[src/hdl/cid_consts.svh]
// constants for the instruction class decoder
// What this block does
// - add and subtract, word or byte, optional carry, 2 or 4 bytes long
// - signed or unsigned 16 by 16 register multiply, 2 bytes
// - signed or unsigned 16 by 16 divide of low product word, 2 bytes
// - signed or unsigned 32 by 16 long divide of product pair, 2 bytes
// - compare word to register then decrement register by 1 or 2
// - compare word to register then increment register by 1 or 2
// - normalize count of a word register stored to a register, 2 bytes
// - arithmetic right shift fills with sign bit, 2 bytes
// - byte to word move with sign or zero extension, 2 or 4 bytes
// - masked modify of high or low byte of bit word, 4 bytes
// - copy one bit to another, optionally inverted, 4 bytes
// - branch if bit set, variant also clears it, 4 bytes
// - branch if bit clear, variant also sets it, 4 bytes
// - far jump to any code segment, 4 bytes
// - far call to any code segment, 4 bytes
// - push register then call absolute, 4 bytes
// - push register then load it with word operand, 4 bytes
// - near return, variant also pops a register, 2 bytes
// - software vector call by immediate number, 2 bytes
// - extended register prefix starts a sequence, 2 bytes
// - extended page prefix, optional register redirect, 2 or 4 bytes
// - extended segment prefix, optional register redirect, 2 or 4 bytes
// - power down decodes as legal 4 byte instruction, does nothing
`ifndef CID_CONSTS_SVH
`define CID_CONSTS_SVH

// opcode byte layout: class index, variant, long form
`define CID_OPC_CLASS_HI  7
`define CID_OPC_CLASS_LO  2
`define CID_OPC_VARIANT   1
`define CID_OPC_LONG      0
`define CID_NUM_CLASSES   6'h33

// length kinds held in the class table
`define CID_KIND_BAD      2'h0
`define CID_KIND_TWO      2'h1
`define CID_KIND_FOUR     2'h2
`define CID_KIND_EITHER   2'h3

// byte lengths
`define CID_LEN_TWO       3'h2
`define CID_LEN_FOUR      3'h4

// instruction pointer after reset
`define CID_IP_RESET      24'h000000

`endif

[src/hdl/cid_pkg.sv]
// types of the instruction class decoder
package cid_pkg;

   typedef enum logic [5:0] {
      CID_ADD, CID_ADDC, CID_SUB, CID_SUBC, CID_MUL, CID_DIV, CID_DIVL, CID_CPL,
      CID_NEG, CID_AND, CID_OR, CID_XOR, CID_BITSET, CID_BITCOPY, CID_BITLOGIC, CID_BITCMP,
      CID_BYTEFIELD, CID_CMP, CID_CMPDEC, CID_CMPINC, CID_NORMCNT, CID_SHIFT, CID_ROTATE,
      CID_SIGNSHR, CID_MOV, CID_BYTEEXT, CID_JMPCOND, CID_JMPFAR, CID_BRHIGH, CID_BRLOW,
      CID_CALLCOND, CID_CALLFAR, CID_PUSHCALL, CID_VECCALL, CID_PUSHPOP, CID_CTXSW,
      CID_RETNEAR, CID_RETFAR, CID_RETINT, CID_SWBREAK, CID_SWRESET, CID_IDLE, CID_PWRDOWN,
      CID_WDSERVE, CID_WDCTL, CID_INITEND, CID_ATOMIC, CID_EXTREG, CID_EXTPAGE, CID_EXTSEG,
      CID_NOP
   } cid_class_t;

   typedef enum logic [1:0] {
      CID_ST_IDLE,
      CID_ST_LOOK,
      CID_ST_DEC,
      CID_ST_HOLD
   } cid_st_t;

   typedef struct packed {
      cid_st_t     st;
      logic [31:0] word;
      logic [23:0] ip;
      logic [23:0] dip;
      cid_class_t  cls;
      logic [2:0]  len;
      logic        illegal;
      logic        byte_op;
      logic        with_carry;
      logic        unsigned_op;
      logic        long_div;
      logic        step_two;
      logic        step_down;
      logic        zero_ext;
      logic        arith_shift;
      logic        bit_invert;
      logic        bit_modify;
      logic        branch_on_set;
      logic        high_byte;
      logic        push;
      logic        pop;
      logic        call;
      logic        far;
      logic        seq_prefix;
      logic        seq_reg;
      logic        no_action;
   } cid_state_t;

endpackage

[src/hdl/cid_class_rom.sv]
// class table: length kind of each instruction class, registered read
`include "cid_consts.svh"

module cid_class_rom (
   // clock
   input  wire logic       i_clk,
   // lookup
   input  wire logic [5:0] i_addr,
   output logic      [1:0] o_kind
);
   import cid_pkg::*;

   logic [1:0] kind_r;
   logic [1:0] kind_nxt;

   always_comb begin
      case (cid_class_t'(i_addr))
         CID_ADD, CID_ADDC, CID_SUB, CID_SUBC, CID_AND, CID_OR, CID_XOR, CID_CMP,
         CID_CMPDEC, CID_CMPINC, CID_MOV, CID_BYTEEXT, CID_EXTPAGE, CID_EXTSEG: begin
            kind_nxt = `CID_KIND_EITHER;
         end
         CID_BITCOPY, CID_BITLOGIC, CID_BITCMP, CID_BYTEFIELD, CID_JMPCOND, CID_JMPFAR,
         CID_BRHIGH, CID_BRLOW, CID_CALLCOND, CID_CALLFAR, CID_PUSHCALL, CID_CTXSW,
         CID_SWRESET, CID_IDLE, CID_PWRDOWN, CID_WDSERVE, CID_WDCTL, CID_INITEND: begin
            kind_nxt = `CID_KIND_FOUR;
         end
         CID_MUL, CID_DIV, CID_DIVL, CID_CPL, CID_NEG, CID_BITSET, CID_NORMCNT, CID_SHIFT,
         CID_ROTATE, CID_SIGNSHR, CID_VECCALL, CID_PUSHPOP, CID_RETNEAR, CID_RETFAR,
         CID_RETINT, CID_SWBREAK, CID_ATOMIC, CID_EXTREG, CID_NOP: begin
            kind_nxt = `CID_KIND_TWO;
         end
         default: begin
            kind_nxt = `CID_KIND_BAD;
         end
      endcase
   end

   always_ff @(posedge i_clk) begin
      kind_r <= kind_nxt;
   end

   assign o_kind = kind_r;

endmodule

[src/hdl/cid_decoder.sv]
// instruction class decoder with instruction pointer
`include "cid_consts.svh"

module cid_decoder (
   // clock and reset
   input  wire logic                i_clk,
   input  wire logic                i_rst,
   // fetch side
   input  wire logic                i_fetch_valid,
   input  wire logic [31:0]         i_fetch_word,
   output logic                     o_fetch_ready,
   output logic [23:0]              o_fetch_ip,
   // pointer load from execution
   input  wire logic                i_ip_load,
   input  wire logic [23:0]         i_ip_value,
   // decoded instruction
   output logic                     o_dec_valid,
   input  wire logic                i_exec_ready,
   output logic [31:0]              o_dec_word,
   output logic [23:0]              o_dec_ip,
   output cid_pkg::cid_class_t      o_dec_class,
   output logic [2:0]               o_dec_len,
   output logic                     o_illegal,
   // operation flags
   output logic                     o_byte_op,
   output logic                     o_with_carry,
   output logic                     o_unsigned_op,
   output logic                     o_long_div,
   output logic                     o_step_two,
   output logic                     o_step_down,
   output logic                     o_zero_ext,
   output logic                     o_arith_shift,
   output logic                     o_bit_invert,
   output logic                     o_bit_modify,
   output logic                     o_branch_on_set,
   output logic                     o_high_byte,
   output logic                     o_push,
   output logic                     o_pop,
   output logic                     o_call,
   output logic                     o_far,
   output logic                     o_seq_prefix,
   output logic                     o_seq_reg,
   output logic                     o_no_action
);
   import cid_pkg::*;

   cid_state_t s_r;
   cid_state_t s_nxt;
   logic [1:0] kind;
   logic [5:0] cls_idx;
   logic       var_bit;
   logic       long_bit;
   cid_class_t c;

   assign cls_idx  = s_r.word[`CID_OPC_CLASS_HI:`CID_OPC_CLASS_LO];
   assign var_bit  = s_r.word[`CID_OPC_VARIANT];
   assign long_bit = s_r.word[`CID_OPC_LONG];

   // length kind of the class index read from the table in the cycle after capture
   cid_class_rom u_rom (
      .i_clk  (i_clk),
      .i_addr (cls_idx),
      .o_kind (kind)
   );

   always_comb begin
      c = (cls_idx < `CID_NUM_CLASSES) ? cid_class_t'(cls_idx) : CID_NOP;
   end

   always_comb begin
      s_nxt = s_r;
      unique case (s_r.st)
         CID_ST_IDLE: begin
            if (i_fetch_valid) begin
               s_nxt.word = i_fetch_word;
               s_nxt.dip  = s_r.ip;
               s_nxt.st   = CID_ST_LOOK;
            end
         end
         CID_ST_LOOK: begin
            s_nxt.st = CID_ST_DEC;
         end
         CID_ST_DEC: begin
            s_nxt.st  = CID_ST_HOLD;
            s_nxt.cls = c;
            // length from the class table and the long form bit
            unique case (kind)
               `CID_KIND_EITHER: begin
                  s_nxt.len     = long_bit ? `CID_LEN_FOUR : `CID_LEN_TWO;
                  s_nxt.illegal = 1'b0;
               end
               `CID_KIND_FOUR: begin
                  s_nxt.len     = `CID_LEN_FOUR;
                  s_nxt.illegal = !long_bit;
               end
               `CID_KIND_TWO: begin
                  s_nxt.len     = `CID_LEN_TWO;
                  s_nxt.illegal = long_bit;
               end
               `CID_KIND_BAD: begin
                  s_nxt.len     = `CID_LEN_TWO;
                  s_nxt.illegal = 1'b1;
               end
            endcase
            s_nxt.byte_op       = var_bit && (c inside {CID_ADD, CID_ADDC, CID_SUB, CID_SUBC,
                                  CID_AND, CID_OR, CID_XOR, CID_CMP, CID_MOV, CID_CPL, CID_NEG});
            s_nxt.with_carry    = c inside {CID_ADDC, CID_SUBC};
            s_nxt.unsigned_op   = var_bit && (c inside {CID_MUL, CID_DIV, CID_DIVL});
            s_nxt.long_div      = (c == CID_DIVL);
            s_nxt.step_two      = var_bit && (c inside {CID_CMPDEC, CID_CMPINC});
            s_nxt.step_down     = (c == CID_CMPDEC);
            s_nxt.zero_ext      = var_bit && (c == CID_BYTEEXT);
            s_nxt.arith_shift   = (c == CID_SIGNSHR);
            s_nxt.bit_invert    = var_bit && (c == CID_BITCOPY);
            s_nxt.bit_modify    = var_bit && (c inside {CID_BRHIGH, CID_BRLOW});
            s_nxt.branch_on_set = (c == CID_BRHIGH);
            s_nxt.high_byte     = var_bit && (c == CID_BYTEFIELD);
            s_nxt.push          = (c inside {CID_PUSHCALL, CID_CTXSW, CID_VECCALL}) ||
                                  (c == CID_PUSHPOP && !var_bit);
            s_nxt.pop           = var_bit && (c inside {CID_RETNEAR, CID_PUSHPOP});
            s_nxt.call          = c inside {CID_CALLCOND, CID_CALLFAR, CID_PUSHCALL, CID_VECCALL};
            s_nxt.far           = c inside {CID_JMPFAR, CID_CALLFAR};
            s_nxt.seq_prefix    = c inside {CID_EXTREG, CID_EXTPAGE, CID_EXTSEG, CID_ATOMIC};
            s_nxt.seq_reg       = (c == CID_EXTREG) ||
                                  (var_bit && (c inside {CID_EXTPAGE, CID_EXTSEG}));
            // power down in its four byte form is legal but does nothing
            s_nxt.no_action     = (c == CID_PWRDOWN);
         end
         CID_ST_HOLD: begin
            if (i_exec_ready) begin
               s_nxt.ip = s_r.ip + {21'h000000, s_r.len};
               s_nxt.st = CID_ST_IDLE;
            end
         end
      endcase
      // a pointer load flushes any pending decode
      if (i_ip_load) begin
         s_nxt.ip = i_ip_value;
         s_nxt.st = CID_ST_IDLE;
      end
      if (i_rst) begin
         s_nxt               = '0;
         s_nxt.st            = CID_ST_IDLE;
         s_nxt.cls           = CID_NOP;
         s_nxt.ip            = `CID_IP_RESET;
         s_nxt.dip           = `CID_IP_RESET;
         s_nxt.len           = `CID_LEN_TWO;
      end
   end

   always_ff @(posedge i_clk) begin
      s_r <= s_nxt;
   end

   assign o_fetch_ready   = (s_r.st == CID_ST_IDLE) && !i_ip_load;
   assign o_fetch_ip      = s_r.ip;
   assign o_dec_valid     = (s_r.st == CID_ST_HOLD);
   assign o_dec_word      = s_r.word;
   assign o_dec_ip        = s_r.dip;
   assign o_dec_class     = s_r.cls;
   assign o_dec_len       = s_r.len;
   assign o_illegal       = s_r.illegal;
   assign o_byte_op       = s_r.byte_op;
   assign o_with_carry    = s_r.with_carry;
   assign o_unsigned_op   = s_r.unsigned_op;
   assign o_long_div      = s_r.long_div;
   assign o_step_two      = s_r.step_two;
   assign o_step_down     = s_r.step_down;
   assign o_zero_ext      = s_r.zero_ext;
   assign o_arith_shift   = s_r.arith_shift;
   assign o_bit_invert    = s_r.bit_invert;
   assign o_bit_modify    = s_r.bit_modify;
   assign o_branch_on_set = s_r.branch_on_set;
   assign o_high_byte     = s_r.high_byte;
   assign o_push          = s_r.push;
   assign o_pop           = s_r.pop;
   assign o_call          = s_r.call;
   assign o_far           = s_r.far;
   assign o_seq_prefix    = s_r.seq_prefix;
   assign o_seq_reg       = s_r.seq_reg;
   assign o_no_action     = s_r.no_action;

   a_add_len_form: assert property (@(posedge i_clk) disable iff (i_rst)
      (o_dec_valid && o_dec_class == CID_ADD) |-> (o_dec_len == (o_dec_word[0] ? 3'h4 : 3'h2)) && !o_illegal)
      else $error("add length does not follow long form bit");

   a_mul_two_bytes: assert property (@(posedge i_clk) disable iff (i_rst)
      (o_dec_valid && o_dec_class == CID_MUL && !o_illegal) |-> (o_dec_len == 3'h2)
      && (o_unsigned_op == o_dec_word[1]))
      else $error("multiply length or sign flag wrong");

   a_divl_flags: assert property (@(posedge i_clk) disable iff (i_rst)
      (o_dec_valid && o_dec_class == CID_DIVL) |-> o_long_div && (o_dec_len == 3'h2))
      else $error("long divide not flagged");

   a_cmp_dec_step: assert property (@(posedge i_clk) disable iff (i_rst)
      (o_dec_valid && o_dec_class == CID_CMPDEC) |-> o_step_down && (o_step_two == o_dec_word[1]))
      else $error("compare decrement step wrong");

   a_br_high_mod: assert property (@(posedge i_clk) disable iff (i_rst)
      (o_dec_valid && o_dec_class == CID_BRHIGH) |-> o_branch_on_set && (o_bit_modify == o_dec_word[1])
      && (o_dec_len == 3'h4))
      else $error("bit set branch flags wrong");

   a_br_low_mod: assert property (@(posedge i_clk) disable iff (i_rst)
      (o_dec_valid && o_dec_class == CID_BRLOW) |-> !o_branch_on_set && (o_bit_modify == o_dec_word[1]))
      else $error("bit clear branch flags wrong");

   a_ext_reg_pfx: assert property (@(posedge i_clk) disable iff (i_rst)
      (o_dec_valid && o_dec_class == CID_EXTREG) |-> o_seq_prefix && o_seq_reg && (o_dec_len == 3'h2))
      else $error("register prefix not flagged");

   a_pwr_no_action: assert property (@(posedge i_clk) disable iff (i_rst)
      (o_dec_valid && o_dec_class == CID_PWRDOWN && o_dec_word[0]) |-> o_no_action && !o_illegal
      && (o_dec_len == 3'h4))
      else $error("power down not decoded as legal no-op");

   a_ip_advance: assert property (@(posedge i_clk) disable iff (i_rst)
      (o_dec_valid && i_exec_ready && !i_ip_load) |=> (o_fetch_ip == $past(o_fetch_ip) + {21'h000000, $past(o_dec_len)}))
      else $error("pointer did not advance by length");

   a_decode_latency: assert property (@(posedge i_clk) disable iff (i_rst)
      (i_fetch_valid && o_fetch_ready) ##1 !i_ip_load ##1 !i_ip_load |=> o_dec_valid)
      else $error("decode not ready three cycles after fetch");

   a_carry_flag: assert property (@(posedge i_clk) disable iff (i_rst)
      o_dec_valid |-> (o_with_carry == (o_dec_class inside {CID_ADDC, CID_SUBC})))
      else $error("carry flag wrong");

   a_div_flags: assert property (@(posedge i_clk) disable iff (i_rst)
      (o_dec_valid && o_dec_class == CID_DIV) |-> (o_unsigned_op == o_dec_word[1])
      && !o_long_div && (o_dec_len == 3'h2))
      else $error("divide flags wrong");

   a_cmp_inc_step: assert property (@(posedge i_clk) disable iff (i_rst)
      (o_dec_valid && o_dec_class == CID_CMPINC) |-> !o_step_down && (o_step_two == o_dec_word[1])
      && (o_dec_len == (o_dec_word[0] ? 3'h4 : 3'h2)))
      else $error("compare increment step wrong");

   a_norm_len: assert property (@(posedge i_clk) disable iff (i_rst)
      (o_dec_valid && o_dec_class == CID_NORMCNT) |-> (o_dec_len == 3'h2) && (o_illegal == o_dec_word[0]))
      else $error("normalize count length wrong");

   a_shift_flag: assert property (@(posedge i_clk) disable iff (i_rst)
      o_dec_valid |-> (o_arith_shift == (o_dec_class == CID_SIGNSHR)))
      else $error("sign shift flag wrong");

   a_byte_ext: assert property (@(posedge i_clk) disable iff (i_rst)
      (o_dec_valid && o_dec_class == CID_BYTEEXT) |-> (o_zero_ext == o_dec_word[1]) && !o_illegal
      && (o_dec_len == (o_dec_word[0] ? 3'h4 : 3'h2)))
      else $error("byte extend flags wrong");

   a_field_byte: assert property (@(posedge i_clk) disable iff (i_rst)
      (o_dec_valid && o_dec_class == CID_BYTEFIELD) |-> (o_high_byte == o_dec_word[1]) && (o_dec_len == 3'h4))
      else $error("byte field flags wrong");

   a_bit_copy: assert property (@(posedge i_clk) disable iff (i_rst)
      (o_dec_valid && o_dec_class == CID_BITCOPY) |-> (o_bit_invert == o_dec_word[1]) && (o_dec_len == 3'h4))
      else $error("bit copy flags wrong");

   a_far_jump: assert property (@(posedge i_clk) disable iff (i_rst)
      (o_dec_valid && o_dec_class == CID_JMPFAR) |-> o_far && !o_call && (o_dec_len == 3'h4))
      else $error("far jump flags wrong");

   a_far_call: assert property (@(posedge i_clk) disable iff (i_rst)
      (o_dec_valid && o_dec_class == CID_CALLFAR) |-> o_far && o_call && (o_dec_len == 3'h4))
      else $error("far call flags wrong");

   a_push_call: assert property (@(posedge i_clk) disable iff (i_rst)
      (o_dec_valid && o_dec_class == CID_PUSHCALL) |-> o_push && o_call && !o_pop && (o_dec_len == 3'h4))
      else $error("push call flags wrong");

   a_ctx_switch: assert property (@(posedge i_clk) disable iff (i_rst)
      (o_dec_valid && o_dec_class == CID_CTXSW) |-> o_push && !o_call && !o_pop && (o_dec_len == 3'h4))
      else $error("context switch flags wrong");

   a_ret_pop: assert property (@(posedge i_clk) disable iff (i_rst)
      (o_dec_valid && o_dec_class == CID_RETNEAR) |-> (o_pop == o_dec_word[1]) && !o_push && (o_dec_len == 3'h2))
      else $error("near return flags wrong");

   a_vec_call: assert property (@(posedge i_clk) disable iff (i_rst)
      (o_dec_valid && o_dec_class == CID_VECCALL) |-> o_call && !o_far && (o_dec_len == 3'h2))
      else $error("vector call flags wrong");

   a_ext_page: assert property (@(posedge i_clk) disable iff (i_rst)
      (o_dec_valid && o_dec_class == CID_EXTPAGE) |-> o_seq_prefix && (o_seq_reg == o_dec_word[1])
      && (o_dec_len == (o_dec_word[0] ? 3'h4 : 3'h2)))
      else $error("page prefix flags wrong");

   a_ext_seg: assert property (@(posedge i_clk) disable iff (i_rst)
      (o_dec_valid && o_dec_class == CID_EXTSEG) |-> o_seq_prefix && (o_seq_reg == o_dec_word[1])
      && (o_dec_len == (o_dec_word[0] ? 3'h4 : 3'h2)))
      else $error("segment prefix flags wrong");

   a_unknown_bad: assert property (@(posedge i_clk) disable iff (i_rst)
      (o_dec_valid && o_dec_word[`CID_OPC_CLASS_HI:`CID_OPC_CLASS_LO] >= `CID_NUM_CLASSES)
      |-> o_illegal && (o_dec_class == CID_NOP) && (o_dec_len == 3'h2))
      else $error("unknown class not flagged illegal");

   a_hold_stable: assert property (@(posedge i_clk) disable iff (i_rst)
      (o_dec_valid && !i_exec_ready && !i_ip_load) |=> o_dec_valid && $stable(o_dec_word)
      && $stable(o_dec_len))
      else $error("decode did not stand until taken");

   a_fetch_refused: assert property (@(posedge i_clk) disable iff (i_rst)
      o_dec_valid |-> !o_fetch_ready)
      else $error("fetch ready while decode pending");

   a_load_ip: assert property (@(posedge i_clk) disable iff (i_rst)
      i_ip_load |=> (o_fetch_ip == $past(i_ip_value)) && !o_dec_valid)
      else $error("pointer load not applied");

endmodule

[config.mk]
export PLATFORM = sky130hd
export DESIGN_NAME = cid_decoder
export DESIGN_NICKNAME = d
export VERILOG_FILES = /design/src/hdl/cid_pkg.sv /design/src/hdl/cid_class_rom.sv /design/src/hdl/cid_decoder.sv
export VERILOG_INCLUDE_DIRS = /design/src /design/src/hdl
export SDC_FILE = /design/constraint.sdc
export NUM_CORES = 1
export LEC_CHECK = 0
export BUFFER_PORTS_ARGS = -buffer_cell sky130_fd_sc_hd__buf_2
export CORE_UTILIZATION = 52
export DETAILED_ROUTE_END_ITERATION = 6
export PLACE_DENSITY = 0.9
export SLEW_MARGIN = 20
export SYNTH_ARGS = -nofsm -noshare
export SYNTH_HDL_FRONTEND = slang
export SYNTH_SLANG_ARGS = --single-unit
export TNS_END_PERCENT = 5
[constraint.sdc]
create_clock -name i_clk -period 3.5 [get_ports i_clk]
set_clock_uncertainty 0.2 [all_clocks]
set_input_delay 0.7 -clock i_clk [delete_from_list [all_inputs] [get_ports i_clk]]
set_output_delay 0.7 -clock i_clk [all_outputs]
set_load 0.005 [all_outputs]
After elaboration in Yosys (flattened, before gate mapping)
Memories as Yosys holds them, arrays and structs flattened. A register that Yosys moved wholly into a read port is not among the register bits.
Cells that the tools add are included.
Widths: inputs -> output; s select.

word-level totals
  ROM bits = 128
  word-level logic and storage cells = 116
  register bits = 111
  output and inout port bits = 111
  input bits = 61
  memories kept = 1

memory list
  name              words  bits a word  read ports  clocked after Yosys merged registers in  write ports  RTL line             RTL
  (name not given)  64     2            1           1                                        0            cid_class_rom.sv:17  case (cid_class_t'(i_addr))

operators by class
  add/sub/neg operators = 1
  equality and inequality tests = 42
  magnitude comparators = 1
  multiplexer cells = 9
  reduce and logical (&&, ||, !) cells = 36

operators with widths
  kind                number
  $eq 6x5->1 const B  12
  $mux 24             3
  $eq 6x6->1 const B  10
  $mux 34             1
  $eq 6x4->1 const B  5
  $add 24x3->24       1
  $eq 6x3->1 const B  4
  $pmux 4 s4          1
  $reduce_bool 2->1   8
  $eq 6x2->1 const B  2
  $logic_and 1x1->1   11
  $reduce_bool 11->1  1
  $eq 2x2->1 const B  4
  $pmux 2 s4          1
  $reduce_bool 4->1   2
  $eq 6x1->1 const B  1
  $logic_not 6->1     1
  $lt 6x6->1 const B  1
  $mux 6              1
  $reduce_and 2->1    3
  $reduce_bool 3->1   2
  $eq 2x1->1 const B  2
  $logic_not 2->1     2
  $logic_not 1->1     3
  6 further kinds     7

Depth between registers and ports, before layout
Gate-level depths: netlist of run 1.

  depth after elaboration = 6
  mapped depth = 9

Modules after synthesis
Synthesis of run 1 repeated with hierarchy kept, for this count alone.

second synthesis, totals
  cell total of the unflattened synthesis = 703
  area, all modules = 5,542.8 µm²

by module, submodules not included
  module         sequential area each (µm²)  area each (µm²)  cells each  instances
  cid_decoder    2,202.1                     5,367.6          681         1
  cid_class_rom  40.0                        175.2            22          1

Least setup slack after synthesis of run 1
No wires, ideal clock.

  kind = register to register
  start = register s_r (netlist bit o_fetch_ip[1])
  end = register s_r (netlist bit o_fetch_ip[15])
  cell stages (with the launch flop) = 10
  data required time = 3,209 ps
  slack = 982 ps
  data arrival time = 2,227 ps
  period minus slack after synthesis = 2,518 ps
  cells stage by stage = dfxtp_1 ha_1 inv_1 fa_1 and3b_1 clkbuf_1 nand3_1 clkbuf_1 or3_2 a311oi_1

between the ends
  longest elaborated chain between the ends = 4

ends and longest elaborated chain
  element                 RTL line            RTL
  start, declared         cid_decoder.sv:47   cid_state_t s_r;
  start signal, assigned  cid_decoder.sv:152  s_r <= s_nxt;
  $add 24x3->24           cid_decoder.sv:131  s_nxt.ip = s_r.ip + {21'h000000, s_r.len};
  $mux 24                 cid_decoder.sv:130  if (i_exec_ready) begin
  $mux 24                 cid_decoder.sv:72   unique case (s_r.st)
  $mux 24                 cid_decoder.sv:137  if (i_ip_load) begin

Every way passes these cells. The select of a mux whose other input is x is not followed.
A chain may end at the register's enable or synchronous reset.

Worst setup path in the final report of run 1
  start = register s_r (netlist bit o_fetch_ip[1])
  end = register s_r (netlist bit o_fetch_ip[21])

Same word-level chain as after synthesis.

==> impl_metrics.json, run 1 <==
{
  "power.leakage_nw": 2.57,
  "dieArea_sq_mm": 0.0111,
  "worstMarginPinSlew_ps": 787,
  "hold_path_depth": 2,
  "hold_viol_final": 0,
  "numCtsBuffers": 9,
  "vias_per_cell": 5.48,
  "dpl_worst_slack_ps": 791,
  "clock_sinks": 112,
  "die_h_um": 105,
  "core_sq_mm": 0.0103,
  "yosysTopAreaCellShare_pct": 40.4,
  "period_needed_ps": 2790,
  "rr_startpoint": "o_fetch_ip[1]",
  "route.detailed.drc": 0,
  "post_cts_buffers": 0,
  "clockRootBuffer": "clkbuf_8",
  "crit_arrival_ps": 2860,
  "drv_slew": 0,
  "synth_top_cell_by_area": "dfxtp_1",
  "cts_tree": "built",
  "drt_iter0_markers": 402,
  "reg2reg_to": "o_fetch_ip[21]",
  "die_x_um": 105,
  "crit_chain": "ha_1, inv_1, fa_1, and3b_1, nand3_1, or4_1, a311oi_1",
  "final_net_count": 832,
  "fmax_mhz": 359,
  "numPortBuffers": 170,
  "synth_area_sq_mm": 0.00555,
  "wire_per_inst_um": 14.7,
  "critPathMaxStageDelay_ps": 510,
  "synthArstFlopShare_pct": 0,
  "cp.required_ps": 3570,
  "ff2ff_path_depth": 7,
  "grt-ovfl-total": 0,
  "globalplace.congestion": 0.905,
  "largest_reg_flops": 32,
  "netlist_instances": 700,
  "drt-pass1-iter-count": 5,
  "yosysWarnings": 0,
  "ys_ff_latch": 112,
  "antenna_cells": 0,
  "syn-num-nets": 771,
  "routed_wl_um": 13200,
  "mostFrequentLayoutCell": "buf_2",
  "grt_pass1_wl_um": 21600,
  "p_per_area_mw_per_mm2": 403,
  "setup_violations": 0,
  "ios": 172,
  "synth.area.top_cells": "dfxtp_1 (40%), buf_4 (12%), nand2_1 (10%)",
  "hold_ws_ps": 257,
  "hold_class": "reg2reg",
  "rows": 37,
  "fill_cells": 974,
  "antenna_found_initial": 0,
  "yosysSeqAreaShare_pct": 40.4,
  "ys_types": 61,
  "layout_setup_ws_ps": 711,
  "rsz0062_at_grt": "false",
  "vdd_ir_drop_max_mv": 0.233,
  "postCtsHoldBufs": 0,
  "hp-start": "o_dec_word[16]",
  "detail-route-antenna-nets": 0,
  "cts_resized": 0,
  "synth_edf_count": 0,
  "htreeDepth": 3,
  "startpoint_type": "flop",
  "synth.avg_cell_area_sq_um": 7.93,
  "area_growth_pct": 8.07,
  "r2r_setup_slack_ps": 710,
  "hpwlAfterDp_um": 9480,
  "drive_gt1_share_pct": 26.8,
  "critical-path-slowest-cell": "or4_1",
  "initial_core_util_pct": 53.8,
  "fin_crit_sh_pct": 79.7,
  "clk-insertion-delay-late_ps": 370,
  "slew_headroom_pct": 47.5,
  "maxCapViolations": 0,
  "grtUsageTotal_pct": 23.9,
  "setup_tns_ps": 0,
  "critical_path_class": "reg2reg",
  "num_vias": 4940,
  "clkSlewWorstSetupHoldPaths_ps": 100,
  "crit_path_end_kind": "flop",
  "crit_fanout": 12,
  "cts_buffer_depth": 2,
  "grt_max_degree": 38,
  "mostFrequentLayoutCells": "buf_2 (169), nand2_1 (148), dfxtp_1 (112)",
  "grt_pass1_vias": 4466,
  "ys.flop_type": "dfxtp_1",
  "status": "finished clean",
  "hold_end": "o_dec_word[16]"
}
cell type report:
class	count	area [sq um]	share of cell area, %
Tap cell	136	170	2.84
Clock buffer	10	128	2.13
Inverter	22	82.6	1.38
Multi-Input combinational cell	436	2400	40.0
Sequential cell	112	2240	37.4
Clock inverter	6	47.5	0.792
Timing Repair Buffer	180	928	15.5
logic make-up after synthesis:
logic type / share of synthesized area (%)
other cells: 0.0675
fa+ha+maj: 2.39
compound gates: 16.0
mux: 0.924
xor+xnor: 1.73
buf+inv: 16.4
flops: 40.4
simple gates: 22.1
stage by stage:
step	utilization (%)	area, sq um	power [mW]	cells
after detailed placement	56.4	5830	1.73	886
after floorplan	-	5550	1.65	700
after global routing	58.1	6000	2.54	902
after CTS	58.1	6000	2.43	902
final	58.1	6000	2.42	902
after global placement	56.4	5830	1.72	886
critical path, delay by kind of cell (launching register included):
family	cells	cell delay, ps
and+or+nand+nor	3	1220
adders and majority gates	2	530
buffers and inverters	1	50
DFF	1	390
AOI/OAI and AO/OA	1	310
synth_stat cells (9+ instances only):
cell,n
nor2_1,35
inv_1,21
ha_1,9
a21oi_1,80
a211oi_1,14
buf_4,89
nand2_1,149
dfxtp_1,112
nand3_1,14
nor4_1,9
clkbuf_1,33
nor3_1,10
nand4_1,11
metal layers:
layer	up-vias	GRT usage, %	wire length, um
li1	2422	-	-
met1	2272	31.2	5690
met2	220	39.6	6240
met3	26	6.12	1100
met4	0	5.73	199
met5	-	0	0
worst max path at each step:
| stage | from | to | slack (ps) |
|---|---|---|---|
| after floorplan | o_fetch_ip[1] | o_fetch_ip[15] | 980 |
| after global placement | o_fetch_ip[1] | o_fetch_ip[15] | 930 |
| after detailed placement | o_fetch_ip[1] | o_fetch_ip[21] | 790 |
| after CTS | o_fetch_ip[1] | o_fetch_ip[21] | 740 |
| after global routing | o_fetch_ip[1] | o_fetch_ip[21] | 550 |
| final | o_fetch_ip[1] | o_fetch_ip[21] | 710 |
power by group:
part	leakage [nW]	internal, mW	switching [mW]	total [mW]
Combinational	1.57	0.132	0.172	0.304
Clock	0.0881	0.269	0.445	0.714
Sequential	0.916	1.33	0.0669	1.40
No activity file was read; power rests on OpenSTA's default activity.
==> run 2, diff against run 1 <==
CORE_UTILIZATION = 47   (was 52)
PLACE_DENSITY = 0.86   (was 0.9)
clock period = 2.55 ns   (was 3.5 ns; I/O delays follow)
==> run 2 against run 1 <==
  * Via count increased by 0.89%
  * Routed wire length up 1.8%
  * First-iteration DRC count rose by 16%
  * Maximum frequency is 15% higher
  * Sequential power grew 36%
  * Clock power rose by 100%
  * Critical path type unchanged
  * Largest power group unchanged
==> impl_metrics.json, run 2 (same netlist as run 1, synthesis figures left out) <==
{
  "numPortBuffers": 170,
  "drt-pass1-iter-count": 6,
  "setup_violations": 0,
  "maxCapViolations": 0,
  "ios": 172,
  "startpoint_type": "flop",
  "vdd_ir_drop_max_mv": 0.711,
  "cp.required_ps": 2610,
  "route.detailed.drc": 0,
  "fill_cells": 1058,
  "wire_per_inst_um": 14.7,
  "grt_use_met2_pct": 36.0,
  "grt_use_met3_pct": 7.22,
  "initial_core_util_pct": 48.4,
  "fmax_mhz": 414,
  "grt-ovfl-total": 0,
  "final_net_count": 840,
  "hpwlAfterDp_um": 9800,
  "hold_class": "in2reg",
  "r2r_setup_slack_ps": 130,
  "grt.met1_usage_pct": 28.5,
  "num_vias": 4984,
  "clkSlewWorstSetupHoldPaths_ps": 70,
  "drt_iter0_markers": 466,
  "post_cts_buffers": 0,
  "cts_tree": "built",
  "design_area_sq_mm": 0.00623,
  "antenna_cells": 0,
  "crit_arrival_ps": 2480,
  "clockRootBuffer": "clkbuf_16",
  "status": "finished clean",
  "area_growth_pct": 12.1,
  "hold_path_depth": 3,
  "drive_gt1_share_pct": 27.8,
  "seqCellArea_sq_mm": 0.00224,
  "crit_fanout": 12,
  "p_per_area_mw_per_mm2": 608,
  "globalplace.congestion": 0.948,
  "multi_input_area_sq_mm": 0.00241,
  "die_x_um": 111,
  "drv_slew": 0,
  "period_needed_ps": 2420,
  "clk-insertion-delay-late_ps": 360,
  "clock_sinks": 112,
  "critical_path_class": "reg2reg",
  "worstMarginPinSlew_ps": 585,
  "mostFrequentLayoutCells": "buf_2 (169), nand2_1 (148), dfxtp_1 (112)",
  "crit_path_end_kind": "flop",
  "grt_max_degree": 43,
  "core_sq_mm": 0.0115,
  "grt_pass1_wl_um": 22200,
  "hold_viol_final": 0,
  "numCtsBuffers": 9,
  "die_h_um": 111,
  "htreeDepth": 3,
  "slew_headroom_pct": 60.7,
  "rows": 39,
  "vias_per_cell": 5.44,
  "grtUsageTotal_pct": 22.3,
  "fin_crit_sh_pct": 94.8,
  "ff2ff_path_depth": 7,
  "largest_reg_flops": 32,
  "setup_tns_ps": 0,
  "cts_buffer_depth": 2,
  "rsz0062_at_grt": "false",
  "routed_wl_um": 13500,
  "dieArea_sq_mm": 0.0123,
  "power.leakage_nw": 2.67,
  "antenna_found_initial": 0,
  "place_area_sq_mm": 0.00592,
  "top_usage_layer": "met2",
  "mostFrequentLayoutCell": "buf_2",
  "detail-route-antenna-nets": 0,
  "grt_pass1_vias": 4446
}
## run 2: cell type report
cell class | count | area share (%)
well taps | 143 | 2.87
multi-input cells | 436 | 38.7
inverters | 22 | 1.33
flip-flops and latches | 112 | 36.0
clock buffers | 9 | 3.62
clock inverters | 7 | 1.23
repair buffers | 188 | 16.3
## run 2: worst max-delay path, cell delays in order, from the launching register on
cell and delay, ps:
dfxtp_1 360, ha_1 170, inv_1 50, fa_1 360, and3b_1 250, nand3_2 200, or4_1 450, a311oi_1 260
## run 2: final timing paths
path | from | to
hold reg to reg | o_dec_ip[0] | o_dec_ip[0]
setup / recovery | o_dec_len[1] | o_fetch_ip[21]
hold / removal | i_fetch_word[22] | o_dec_word[22]
setup reg to reg | o_dec_len[1] | o_fetch_ip[21]
## run 2: power by group
group	switching, mW	leakage [nW]	internal, mW
clock network	0.661	0.143	0.771
logic	0.249	1.61	0.194
registers	0.0839	0.916	1.83
## run 2: per-layer routing
| layer | part of all wire (%) | vias to the layer above | routed length (um) |
|---|---|---|---|
| met5 | 0 | - | 0 |
| met4 | 1.3 | 0 | 172 |
| met3 | 8.1 | 22 | 1090 |
| met2 | 47 | 239 | 6380 |
| met1 | 43 | 2277 | 5830 |
| li1 | - | 2446 | - |
## run 2: timing repair
item                       in CTS  in global routing
hold buffers                    0                  0
setup endpoints to repair       0                  5
gates resized for setup         0                  1
## run 2: stage by stage
step / total power [mW] / cells / setup WS, ps / utilization (%) / hold slack, ps
2_1_floorplan: 2.27 / 700 / 32.0 / - / 237
3_3_place_gp: 2.38 / 901 / 118 / 51.6 / 239
3_5_place_dp: 2.39 / 901 / 42.7 / 51.6 / 243
4_1_cts: 3.83 / 917 / 10.9 / 54.2 / 175
5_1_grt: 3.95 / 917 / 3.93 / 54.3 / 179
6_report: 3.79 / 917 / 133 / 54.3 / 188
